==> src/include/pfm_pkg.sv <==
// Package for the PWM fault mask and fault/reload status block.
// Assumes a single system clock domain and an 8-bit register port.
package pfm_pkg;

  // ----------------------------------------------------------------
  // Register map
  // ----------------------------------------------------------------
  localparam logic [23:0] FAULT_SOURCE_MASK_ADDR   = 24'hffe384;
  localparam logic [23:0] FAULT_RELOAD_STATUS_ADDR = 24'hffe385;
  localparam logic [23:0] FAULT_RECOVERY_CTRL_ADDR = 24'hffe388;
  localparam logic [23:0] FAULT_IRQ_MASK_ADDR      = 24'hffe38c;

  // ----------------------------------------------------------------
  // Field positions (shared by mask and status; SW_RECOV_BIT is in recovery control)
  // ----------------------------------------------------------------
  localparam int PIN0_BIT    = 0;
  localparam int CMP_BIT     = 1;
  localparam int PIN1_BIT    = 2;
  localparam int DEBUG_BIT   = 5;
  localparam int RELOAD_BIT  = 7;
  localparam int SW_RECOV_BIT = 6;

  // Writable / readable bit sets
  localparam logic [7:0] MASK_IMPL   = 8'h27;
  localparam logic [7:0] STATUS_IMPL = 8'ha7;
  localparam logic [7:0] CTRL_IMPL   = 8'h7f;
  localparam logic [7:0] MASK_RESET  = 8'h00;
  localparam logic [7:0] STAT_RESET  = 8'h00;
  localparam logic [7:0] CTRL_RESET  = 8'h00;

  // Recovery state machine
  typedef enum logic [2:0] {
    PFM_RUN     = 3'h1,
    PFM_FAULTED = 3'h2,
    PFM_WAIT_RL = 3'h4
  } pfm_state_type;

endpackage

==> src/pfm_fault_status.sv <==
// PWM fault masking, latched fault/reload status and fault recovery gating.
// Assumes fault pins, comparators and debug entry are asynchronous levels,
// and that reload and period-start strobes come from the PWM timebase.
//
// Contract
// - Each fault source has its own mask bit
// - Mask bits are set-only by writes
// - Mask writes only while PWM disabled
// - Mask bit 1 blocks comparator faults
// - Mask bit 0 blocks fault-0 pin
// - Comparator faults also raise system exception
// - Fault response follows recovery control register
// - One latched status flag per source
// - Unmasked fault-0 sets status bit 0
// - Masked sources never set their flag
// - Writing one clears flag, zero keeps
// - Fault flag clears only after source deasserts
// - Timer reload sets status bit 7
// - Software recovery needs clear, deassert, reload
//
// Register layout shared by mask, status and interrupt mask:
//   bit 7  reload seen (status and interrupt mask only)
//   bit 5  debug entry
//   bit 2  fault-1 pin
//   bit 1  comparator
//   bit 0  fault-0 pin
//   bits 6, 4 and 3 are reserved and always read zero
//
// Limitations: fault inputs are taken as asynchronous levels and cost two
// cycles of latency; a pulse shorter than one clock may be missed.
// Status resets to zero so software never sees a stale source at start.
`timescale 1ns/1ps
`default_nettype none
module pfm_fault_status (
  input  wire logic        core_clk_i,
  input  wire logic        rst_b_i,
  input  wire logic [23:0] reg_addr_i,
  input  wire logic [7:0]  reg_wdata_i,
  input  wire logic        reg_wr_i,
  input  wire logic        reg_rd_i,
  output logic      [7:0]  reg_rdata_o,
  input  wire logic        pwm_run_enable_i,
  input  wire logic        fault0_pin_i,
  input  wire logic        fault1_pin_i,
  input  wire logic        comparator_i,
  input  wire logic        debug_entry_i,
  input  wire logic        pwm_reload_i,
  input  wire logic        pwm_period_start_i,
  output logic             pwm_fault_o,
  output logic             pwm_outputs_off_o,
  output logic             sys_fault_exc_o,
  output logic             irq_o
);

  // ----------------------------------------------------------------
  // Input synchronisation
  // ----------------------------------------------------------------
  logic [3:0] src_sync;
  logic       pin0_s;
  logic       cmp_s;
  logic       pin1_s;
  logic       dbg_s;

  // Only the second flop of each pair is read below
  pfm_sync u_sync (
    .core_clk_i (core_clk_i),
    .rst_b_i    (rst_b_i),
    .async_i    ({debug_entry_i, fault1_pin_i, comparator_i, fault0_pin_i}),
    .sync_o     (src_sync)
  );

  assign pin0_s = src_sync[0];
  assign cmp_s  = src_sync[1];
  assign pin1_s = src_sync[2];
  assign dbg_s  = src_sync[3];

  // Place a level on its status/mask bit position
  function automatic logic [7:0] at_bit(input logic v, input int pos);
    logic [7:0] r;
    r = 8'h00;
    r[pos] = v;
    return r;
  endfunction

  // Full compare on purpose: a partial decode would alias neighbouring registers
  function automatic logic addr_hit(input logic [23:0] a, input logic [23:0] target);
    return a == target;
  endfunction

  // ----------------------------------------------------------------
  // Registers
  // ----------------------------------------------------------------
  logic [7:0] fault_source_mask_r;
  logic [7:0] fault_source_mask_nxt;
  logic [7:0] fault_reload_status_r;
  logic [7:0] fault_reload_status_nxt;
  logic [7:0] fault_recovery_control_r;
  logic [7:0] fault_recovery_control_nxt;
  logic [7:0] irq_mask_r;
  logic [7:0] irq_mask_nxt;
  logic [7:0] rdata_r;
  logic [7:0] rdata_nxt;
  logic       dbg_d_r;
  logic       dbg_d_nxt;
  pfm_pkg::pfm_state_type state_r;
  pfm_pkg::pfm_state_type state_nxt;

  logic [7:0] src_level;
  logic [7:0] src_active;
  logic [7:0] set_ev;
  logic [7:0] clr_req;
  logic [7:0] fault_only;
  logic [7:0] fault_set;
  logic [7:0] debug_rise;
  logic [7:0] reload_set;
  logic       wr_mask;
  logic       wr_stat;
  logic       wr_ctrl;
  logic       wr_imsk;
  logic       any_fault;
  logic       any_flag;

  // ----------------------------------------------------------------
  // Address decode
  // ----------------------------------------------------------------
  // Writes to unmapped addresses match nothing and change nothing
  always_comb begin
    wr_mask = reg_wr_i && addr_hit(reg_addr_i, pfm_pkg::FAULT_SOURCE_MASK_ADDR);
    wr_stat = reg_wr_i && addr_hit(reg_addr_i, pfm_pkg::FAULT_RELOAD_STATUS_ADDR);
    wr_ctrl = reg_wr_i && addr_hit(reg_addr_i, pfm_pkg::FAULT_RECOVERY_CTRL_ADDR);
    wr_imsk = reg_wr_i && addr_hit(reg_addr_i, pfm_pkg::FAULT_IRQ_MASK_ADDR);
  end

  // ----------------------------------------------------------------
  // Source gating
  // ----------------------------------------------------------------
  always_comb begin
    // Raw source levels in register layout
    src_level = at_bit(pin0_s, pfm_pkg::PIN0_BIT) | at_bit(cmp_s, pfm_pkg::CMP_BIT)
              | at_bit(pin1_s, pfm_pkg::PIN1_BIT) | at_bit(dbg_s, pfm_pkg::DEBUG_BIT);
    // A set mask bit blocks its source
    src_active = src_level & ~fault_source_mask_r;
    any_fault  = |src_active;
    any_flag   = |(fault_reload_status_r & pfm_pkg::MASK_IMPL);
  end

  // ----------------------------------------------------------------
  // Mask, control and interrupt mask
  // ----------------------------------------------------------------
  always_comb begin
    fault_source_mask_nxt      = fault_source_mask_r;
    fault_recovery_control_nxt = fault_recovery_control_r;
    irq_mask_nxt               = irq_mask_r;
    // Set-only so a stray write can never unmask a source
    // Set-only, and frozen while the PWM runs
    if (wr_mask && !pwm_run_enable_i) begin
      fault_source_mask_nxt = fault_source_mask_r | (reg_wdata_i & pfm_pkg::MASK_IMPL);
    end
    if (wr_ctrl) begin
      fault_recovery_control_nxt = reg_wdata_i & pfm_pkg::CTRL_IMPL;
    end
    if (wr_imsk) begin
      irq_mask_nxt = reg_wdata_i & pfm_pkg::STATUS_IMPL;
    end
    if (!rst_b_i) begin
      fault_source_mask_nxt      = pfm_pkg::MASK_RESET;
      fault_recovery_control_nxt = pfm_pkg::CTRL_RESET;
      irq_mask_nxt               = pfm_pkg::STAT_RESET;
    end
  end

  always_ff @(posedge core_clk_i) begin
    fault_source_mask_r      <= fault_source_mask_nxt;
    fault_recovery_control_r <= fault_recovery_control_nxt;
    irq_mask_r               <= irq_mask_nxt;
  end

  // ----------------------------------------------------------------
  // Status flags
  // ----------------------------------------------------------------
  always_comb begin
    dbg_d_nxt = rst_b_i ? dbg_s : 1'b0;
    // Pin and comparator flags follow the unmasked level
    fault_only = pfm_pkg::MASK_IMPL & ~at_bit(1'b1, pfm_pkg::DEBUG_BIT);
    fault_set  = src_active & fault_only;
    // Debug flag latches on entry, not on the level
    debug_rise = at_bit(src_active[pfm_pkg::DEBUG_BIT] && !dbg_d_r, pfm_pkg::DEBUG_BIT);
    reload_set = at_bit(pwm_reload_i, pfm_pkg::RELOAD_BIT);
    set_ev     = fault_set | debug_rise | reload_set;
    // Fault flags refuse clearing while their source still asserts
    clr_req = wr_stat ? (reg_wdata_i & pfm_pkg::STATUS_IMPL) : 8'h00;
    clr_req = clr_req & ~(src_level & fault_only);
    // Set wins over a simultaneous clear, so no event is lost
    fault_reload_status_nxt = ((fault_reload_status_r & ~clr_req) | set_ev) & pfm_pkg::STATUS_IMPL;
    if (!rst_b_i) begin
      fault_reload_status_nxt = pfm_pkg::STAT_RESET;
    end
  end

  always_ff @(posedge core_clk_i) begin
    fault_reload_status_r <= fault_reload_status_nxt;
    dbg_d_r               <= dbg_d_nxt;
  end

  // ----------------------------------------------------------------
  // Fault recovery
  // ----------------------------------------------------------------
  // Automatic recovery waits for a new period; software recovery instead
  // waits for all fault flags cleared and a reload
  always_comb begin
    state_nxt = state_r;
    case (state_r)
      // Any unmasked source takes the outputs off at the next edge
      pfm_pkg::PFM_RUN: begin
        if (any_fault) begin
          state_nxt = pfm_pkg::PFM_FAULTED;
        end
      end
      // Stay off for as long as any source still asserts
      pfm_pkg::PFM_FAULTED: begin
        if (!any_fault) begin
          state_nxt = pfm_pkg::PFM_WAIT_RL;
        end
      end
      // Sources quiet; the recovery mode picks the restart event
      pfm_pkg::PFM_WAIT_RL: begin
        if (any_fault) begin
          state_nxt = pfm_pkg::PFM_FAULTED;
        end else if (fault_recovery_control_r[pfm_pkg::SW_RECOV_BIT]) begin
          if (!any_flag && pwm_reload_i) begin
            state_nxt = pfm_pkg::PFM_RUN;
          end
        end else if (pwm_period_start_i) begin
          state_nxt = pfm_pkg::PFM_RUN;
        end
      end
      // An illegal code restarts; a live source re-enters FAULTED next edge
      default: state_nxt = pfm_pkg::PFM_RUN;
    endcase
    if (!rst_b_i) begin
      state_nxt = pfm_pkg::PFM_RUN;
    end
  end

  always_ff @(posedge core_clk_i) begin
    state_r <= state_nxt;
  end

  // ----------------------------------------------------------------
  // Read port
  // ----------------------------------------------------------------
  always_comb begin
    rdata_nxt = 8'h00;
    // Data stands for one cycle only; idle cycles read zero
    if (reg_rd_i) begin
      if (addr_hit(reg_addr_i, pfm_pkg::FAULT_SOURCE_MASK_ADDR)) begin
        rdata_nxt = fault_source_mask_r;
      end else if (addr_hit(reg_addr_i, pfm_pkg::FAULT_RELOAD_STATUS_ADDR)) begin
        rdata_nxt = fault_reload_status_r;
      end else if (addr_hit(reg_addr_i, pfm_pkg::FAULT_RECOVERY_CTRL_ADDR)) begin
        rdata_nxt = fault_recovery_control_r;
      end else if (addr_hit(reg_addr_i, pfm_pkg::FAULT_IRQ_MASK_ADDR)) begin
        rdata_nxt = irq_mask_r;
      end
    end
    if (!rst_b_i) begin
      rdata_nxt = 8'h00;
    end
  end

  always_ff @(posedge core_clk_i) begin
    rdata_r <= rdata_nxt;
  end

  // ----------------------------------------------------------------
  // Outputs
  // ----------------------------------------------------------------
  assign reg_rdata_o       = rdata_r;
  assign pwm_fault_o       = any_fault;
  assign pwm_outputs_off_o = (state_r != pfm_pkg::PFM_RUN);
  // Comparator fault reaches the processor exception
  assign sys_fault_exc_o   = src_active[pfm_pkg::CMP_BIT];
  // Level interrupt: stays high until software clears the status bit
  assign irq_o             = |(fault_reload_status_r & irq_mask_r);

endmodule
`default_nettype wire

==> src/pfm_sync.sv <==
// Two-flop synchroniser bank for asynchronous fault inputs.
// Assumes the destination runs on core_clk_i.
`timescale 1ns/1ps
`default_nettype none
module pfm_sync (
  input  wire logic       core_clk_i,
  input  wire logic       rst_b_i,
  input  wire logic [3:0] async_i,
  output logic      [3:0] sync_o
);

  logic [3:0] meta_r;
  logic [3:0] meta_nxt;
  logic [3:0] sync_r;
  logic [3:0] sync_nxt;

  always_comb begin
    meta_nxt = rst_b_i ? async_i : 4'h0;
    sync_nxt = rst_b_i ? meta_r : 4'h0;
  end

  always_ff @(posedge core_clk_i) begin
    meta_r <= meta_nxt;
    sync_r <= sync_nxt;
  end

  assign sync_o = sync_r;

endmodule
`default_nettype wire

==> config.mk <==
export PLATFORM = sky130hd
export DESIGN_NAME = pfm_fault_status
export DESIGN_NICKNAME = d
export VERILOG_FILES = /design/src/include/pfm_pkg.sv /design/src/pfm_fault_status.sv /design/src/pfm_sync.sv
export SDC_FILE = /design/constraint.sdc
export NUM_CORES = 1
export LEC_CHECK = 0
export BUFFER_PORTS_ARGS = -buffer_cell sky130_fd_sc_hd__buf_2
export CAP_MARGIN = 30
export CORE_ASPECT_RATIO = 1.75
export CORE_UTILIZATION = 40
export DETAILED_ROUTE_END_ITERATION = 12
export PLACE_DENSITY = 0.71
export SYNTH_ARGS = -nofsm -noshare
export SYNTH_HDL_FRONTEND = slang
export SYNTH_HIERARCHICAL = 1
export SYNTH_SLANG_ARGS = --single-unit
==> constraint.sdc <==
create_clock -name core_clk_i -period 3.4 [get_ports core_clk_i]
set_clock_uncertainty 0.05 [all_clocks]
set_input_delay 0.34 -clock core_clk_i [delete_from_list [all_inputs] [get_ports core_clk_i]]
set_output_delay 0.34 -clock core_clk_i [all_outputs]
set_load 0.01 [all_outputs]
After elaboration in Yosys (flattened, before gate mapping) --
Index checks and enable logic that the tools add are counted.
Word-level totals: register bits after elaboration 48, input bits 43, output and inout bits 12, logic and storage cells 63
Operators by class: eq/ne operators 12, muxes and demuxes 12, bitwise gates (word level) 14, reductions and logical operators 15
Operators with widths (number):
- == test 24 bit, second input constant | 4
- 2-to-1 mux 8 bit | 5
- AND 8 bit | 3
- 2-to-1 mux 3 bit | 6
- NOT 8 bit | 2
- OR reduction 8 bit | 2
- OR 3 x 6 -> 6 bit | 2
- one-hot mux 3 bit (3 select lines) | 1
- AND 6 x 8 -> 8 bit | 1
- != test 4 bit, second input constant | 2
- NOT 3 -> 8 bit | 1
- OR 6 x 8 -> 8 bit | 1
- OR 8 x 6 -> 8 bit | 1
- OR 8 bit | 1
- logical AND 1 bit | 7
- != test 2 bit, second input constant | 2
- AND reduction 4 bit | 1
- OR reduction 4 bit | 1
- == test 3 x 1 -> 1 bit, second input constant | 1
- == test 3 x 2 -> 1 bit, second input constant | 1
- == test 3 bit, second input constant | 1
- zero test 1 bit | 3
- != test 3 x 1 -> 1 bit, second input constant | 1
- OR 2 x 3 -> 3 bit | 1
- 2 further kinds | 2

Logic depth before layout (Yosys ltp) --
depth in word-level cells 8, gate-level depth with buffers 6, gate-level depth less buffers 4

Modules after synthesis --
The synthesis kept the hierarchy.
By module, submodules not included:
- pfm_fault_status | instances 1, cells each 189, area an instance 1650.3 µm², seq. area each 660.6 µm²
- pfm_sync | instances 1, cells each 16, area an instance 210.2 µm², seq. area each 160.2 µm²

Least setup slack after synthesis --
Ideal clock, no wire load.
path type input to register, start point input reg_addr_i[11], end point register rdata_r[2], in the netlist reg_rdata_o[2], setup time 117 ps, data arrival time 2138 ps, required time 3233 ps, setup slack 1094 ps, stages 5, path buffers 1, path through or4_4 > or4_4 > buf_6 > or4_1 > a32o_1
On the way: longest elaborated chain between the ends 5, elaborated cells between the ends (all ways) 8, classes of those cells eq/ne: 4; mux: 4
RTL lines:
- start, declared | RTL line pfm_fault_status.sv:37 | input wire logic [23:0] reg_addr_i,
- == test 24 bit | RTL line pfm_fault_status.sv:87 | return a == target;
- 2-to-1 mux 8 bit | RTL line pfm_fault_status.sv:262 | end else if (addr_hit(reg_addr_i, pfm_pkg::FAULT_IRQ_MASK_ADDR)) begin
- 2-to-1 mux 8 bit | RTL line pfm_fault_status.sv:260 | end else if (addr_hit(reg_addr_i, pfm_pkg::FAULT_RECOVERY_CTRL_ADDR)) begin
- 2-to-1 mux 8 bit | RTL line pfm_fault_status.sv:258 | end else if (addr_hit(reg_addr_i, pfm_pkg::FAULT_RELOAD_STATUS_ADDR)) begin
- 2-to-1 mux 8 bit * | RTL line pfm_fault_status.sv:256 | if (addr_hit(reg_addr_i, pfm_pkg::FAULT_SOURCE_MASK_ADDR)) begin
- end signal, assigned | RTL line pfm_fault_status.sv:272 | rdata_r <= rdata_nxt;
- end, declared | RTL line pfm_fault_status.sv:101 | logic [7:0] rdata_r;
Every way passes the cells marked *; elsewhere a longest branch is shown, timed or not. A chain may end at the register's enable or synchronous reset.

Final worst setup path --
Same ends and word-level chain as after synthesis.

==> impl_metrics.csv <==
group,metric,value,unit
grt,grt_pass1_vias,1706,
die,initial_core_util,0.419,
clock_network,post_cts_resized,0,
synth,yosysMostFrequentCell,"dfxtp_1",
clock_network,cts_tree,"done",
routing,drc_errors,0,
die,die-area,0.00494,mm²
synth,synth_top_area_frac,0.441,
routing,antenna_left,0,
setup_path,crit_family,"simple AND/OR/NAND/NOR gates",
timing,worst_slew_pin_slew,0.690,ns
layout,post-route-util,0.508,
pwr,swShare,0.240,
die,num_rows,32,
setup_path,cp-end-kind,"flip-flop",
setup_path,cp_data_arrival_time,2.31,ns
clock_network,clk_pin_slew,0.08,ns
synth,syn_inst,205,
timing,fmax,461,MHz
routing,wl,4740,µm
pwr,power.share.clock,0.364,
pwr,pwr-share-seq,0.543,
die,dieHeight,92.2,µm
pwr,p_per_area,406,mW/mm²
timing,min_period,2.17,ns
routing,drtIter0Drc,42,
setup_path,crit_chain,"buf_2 > or4_4 > or4_4 > or4_1 > a32o_1",
synth,synthTopCellsByArea,"dfxtp_1 44%, nand4_1 5.7%, o21ai_0 5.6%",
setup_path,start_kind,"primary input",
layout,fin_nets,300,
die,core_area,0.00444,mm²
timing,fin_setup_tns,0,ns
synth,synth_warnings,6,
setup_path,crit_path_max_incr_delay,0.65,ns
setup_path,path_class,"in -> reg",
timing,finalSetupViolations,0,
clock_network,cts_max_path_buffers,2,
routing,wl_per_cell,15.3,µm
layout,multi_input_area,968,µm²
routing,via_per_inst,5.72,
timing,slew_viol_final,0,
synth,yosysTopAreaCell,"dfxtp_1",
synth,synthTopCellsByCount,"41 x dfxtp_1, 21 x o21ai_0, 17 x nand4_1, 13 x and2_1, 11 x nand2_1",
run,cap_violations,0,
synth,synth_ff_type,"dfxtp_1",
clock_network,clkLatencyLatePin,0.29,ns
layout,area_delta_synth_final,21.3,%
clock_network,ctsHoldBuffers,0,
layout,diodes,0,
layout,register_area,821,µm²
grt,track_usage,0.205,
routing,num_vias,1769,
timing,finalCritPeriodShare,0.638,
pwr,irDropWorstVdd,0.331,mV
layout,drive_gt1_frac,0.267,
setup_path,cpMostUsedCell,"or4_4",
run_status,outcome,"finished clean",
placed_design,gp_congestion,0.881,
synth,syn_area,0.00186,mm²
synth,synth_edf_count,0,
timing,slew_headroom,0.540,
placed_design,portBuffers,54,
clock_network,cts_root_buf,"clkbuf_8",
synth,avgSynthCellArea,9.08,µm²
synth,syn_nets,248,
clock_network,htreeDepth,2,
placed_design,dp_hpwl,3760,µm
timing,rsz0062_at_grt,"no",
synth,ys_seq_elements,41,
setup_path,cp_num_buf_inv,1,
setup_path,critPathRequiredTime,3.54,ns
synth,synth_seq_area_share,0.441,
pwr,p_leak,0.000921,µW
pwr,power.switching,219,µW
grt,grt_max_degree,31,
setup_path,path_max_fanout,18,
clock_network,cts_setup_buffers,0,
routing,first_pass_iters,4,
pwr,p_int,697,µW
grt,grt_antenna_before_repair,0,
die,ios,55,
grt,grt_pass1_wl,7390,µm
clock_network,numCtsBuffers,5,
synth,ys_types,43,
layout,nFillCells,452,
hold_path,hp-class,"in -> reg",
clock_network,cts_num_sinks,41,
die,die_width,53.6,µm
pwr,power_frac_comb,0.093,
setup_path,cp_slowest_cell,"or4_4",
timing,hold_viol,0,
synth,async_reset_ff_frac,0,
grt,grt_overflow,0,
-- worst register-to-register path, delay by kind of cell (launching register included) --
family             cells  cell delay, ns
and+or+nand+nor        3            1.15
DFF                    1            0.33
AOI/OAI and AO/OA      1            0.09
-- per-stage QoR --
| stage | setup WS [ns] | hold slack [ns] | cell area (µm²) | total power, µW | instances |
|---|---|---|---|---|---|
| 2_1_floorplan | 1.09 | 0.350 | 1860 | 550 | 205 |
| 3_3_place_gp | 0.950 | 0.365 | 2160 | 593 | 301 |
| 3_5_place_dp | 0.920 | 0.374 | 2160 | 594 | 301 |
| 4_1_cts | 1.24 | 0.187 | 2260 | 926 | 309 |
| 5_1_grt | 1.20 | 0.189 | 2260 | 951 | 309 |
| 6_report | 1.23 | 0.193 | 2260 | 916 | 309 |
-- final cells by class --
type                       instances  share of cell area
clock buffer                       6              0.0366
clock inverter                     2             0.00610
inverter                           6             0.00998
multi-input combinational        147               0.429
sequential                        41               0.364
tap                               51              0.0283
timing repair buffer              56               0.126
-- worst paths after layout --
path,cells past startpoint,startpoint,endpoint,slack (ns)
worst max-delay path,5,reg_addr_i[11],reg_rdata_o[2],1.23
worst min-delay path,2,fault1_pin_i,u_sync/meta_r[2],0.19
worst max register to register,4,u_sync/sync_o[1],state_r[0],1.70
worst min register to register,1,state_r[0],state_r[2],0.38
-- routing by layer --
| metal | wire length [µm] | global-route usage | vias to the layer above |
|---|---|---|---|
| met5 | 0 | 0 | - |
| met4 | 169 | 0.114 | 0 |
| met3 | 113 | 0.0348 | 13 |
| met2 | 2710 | 0.388 | 37 |
| met1 | 1750 | 0.191 | 854 |
| li1 | - | - | 865 |
-- cell usage in the layout (no fill, tap or decap), types with 2 or more instances in the layout --
cell type  Yosys  final
nand4_1       17     17
nor2_1         2      2
nor2b_1       10     10
or4_4          2      2
nor3b_1        2      2
buf_4          0      2
o21ai_0       21     21
nand2_1       11     11
and4b_1        2      2
a21boi_0       2      2
mux2i_1        4      4
and2_0         2      2
a21boi_1      10     10
or4_1          4      4
dfxtp_1       41     41
buf_2          0     54
o21bai_1       2      2
o21ai_1        3      3
inv_1          6      6
and2_1        13     13
and4_1         2      2
a21oi_1        2      2
or3_1          3      3
clkbuf_8       0      6
a31oi_1        5      5
nand3_1        3      3
a32o_1         3      3
and3_1         4      4
nor3_1         2      2
nand3b_1       2      2
-- cell families after synthesis --
logic type             after synthesis  share of synthesized area
and+or+nand+nor                     90                      0.315
DFF                                 41                      0.441
muxes                                5                     0.0276
buffers and inverters               17                     0.0383
AOI/OAI and AO/OA                   52                      0.178
-- state kept, by name, indices dropped and copies added (netlist names) --
| register | count |
|---|---|
| reg_rdata_o | 8 |
| fault_recovery_control_r | 7 |
| fault_reload_status_r | 5 |
| irq_mask_r | 5 |
| fault_source_mask_r | 4 |
| u_sync/meta_r | 4 |
| u_sync/sync_o | 4 |
| state_r | 3 |
| dbg_d_r | 1 |
-- power groups by stage --
stage               registers [µW]  logic, µW  clock network (µW)
floorplan                      506       44.8                   0
detailed placement             508       85.6                   0
global placement               508       84.6                   0
CTS                            497       85.8                 343
global route                   498       94.4                 359
finish                         497       85.5                 333
(Power assumes the default switching activity.)
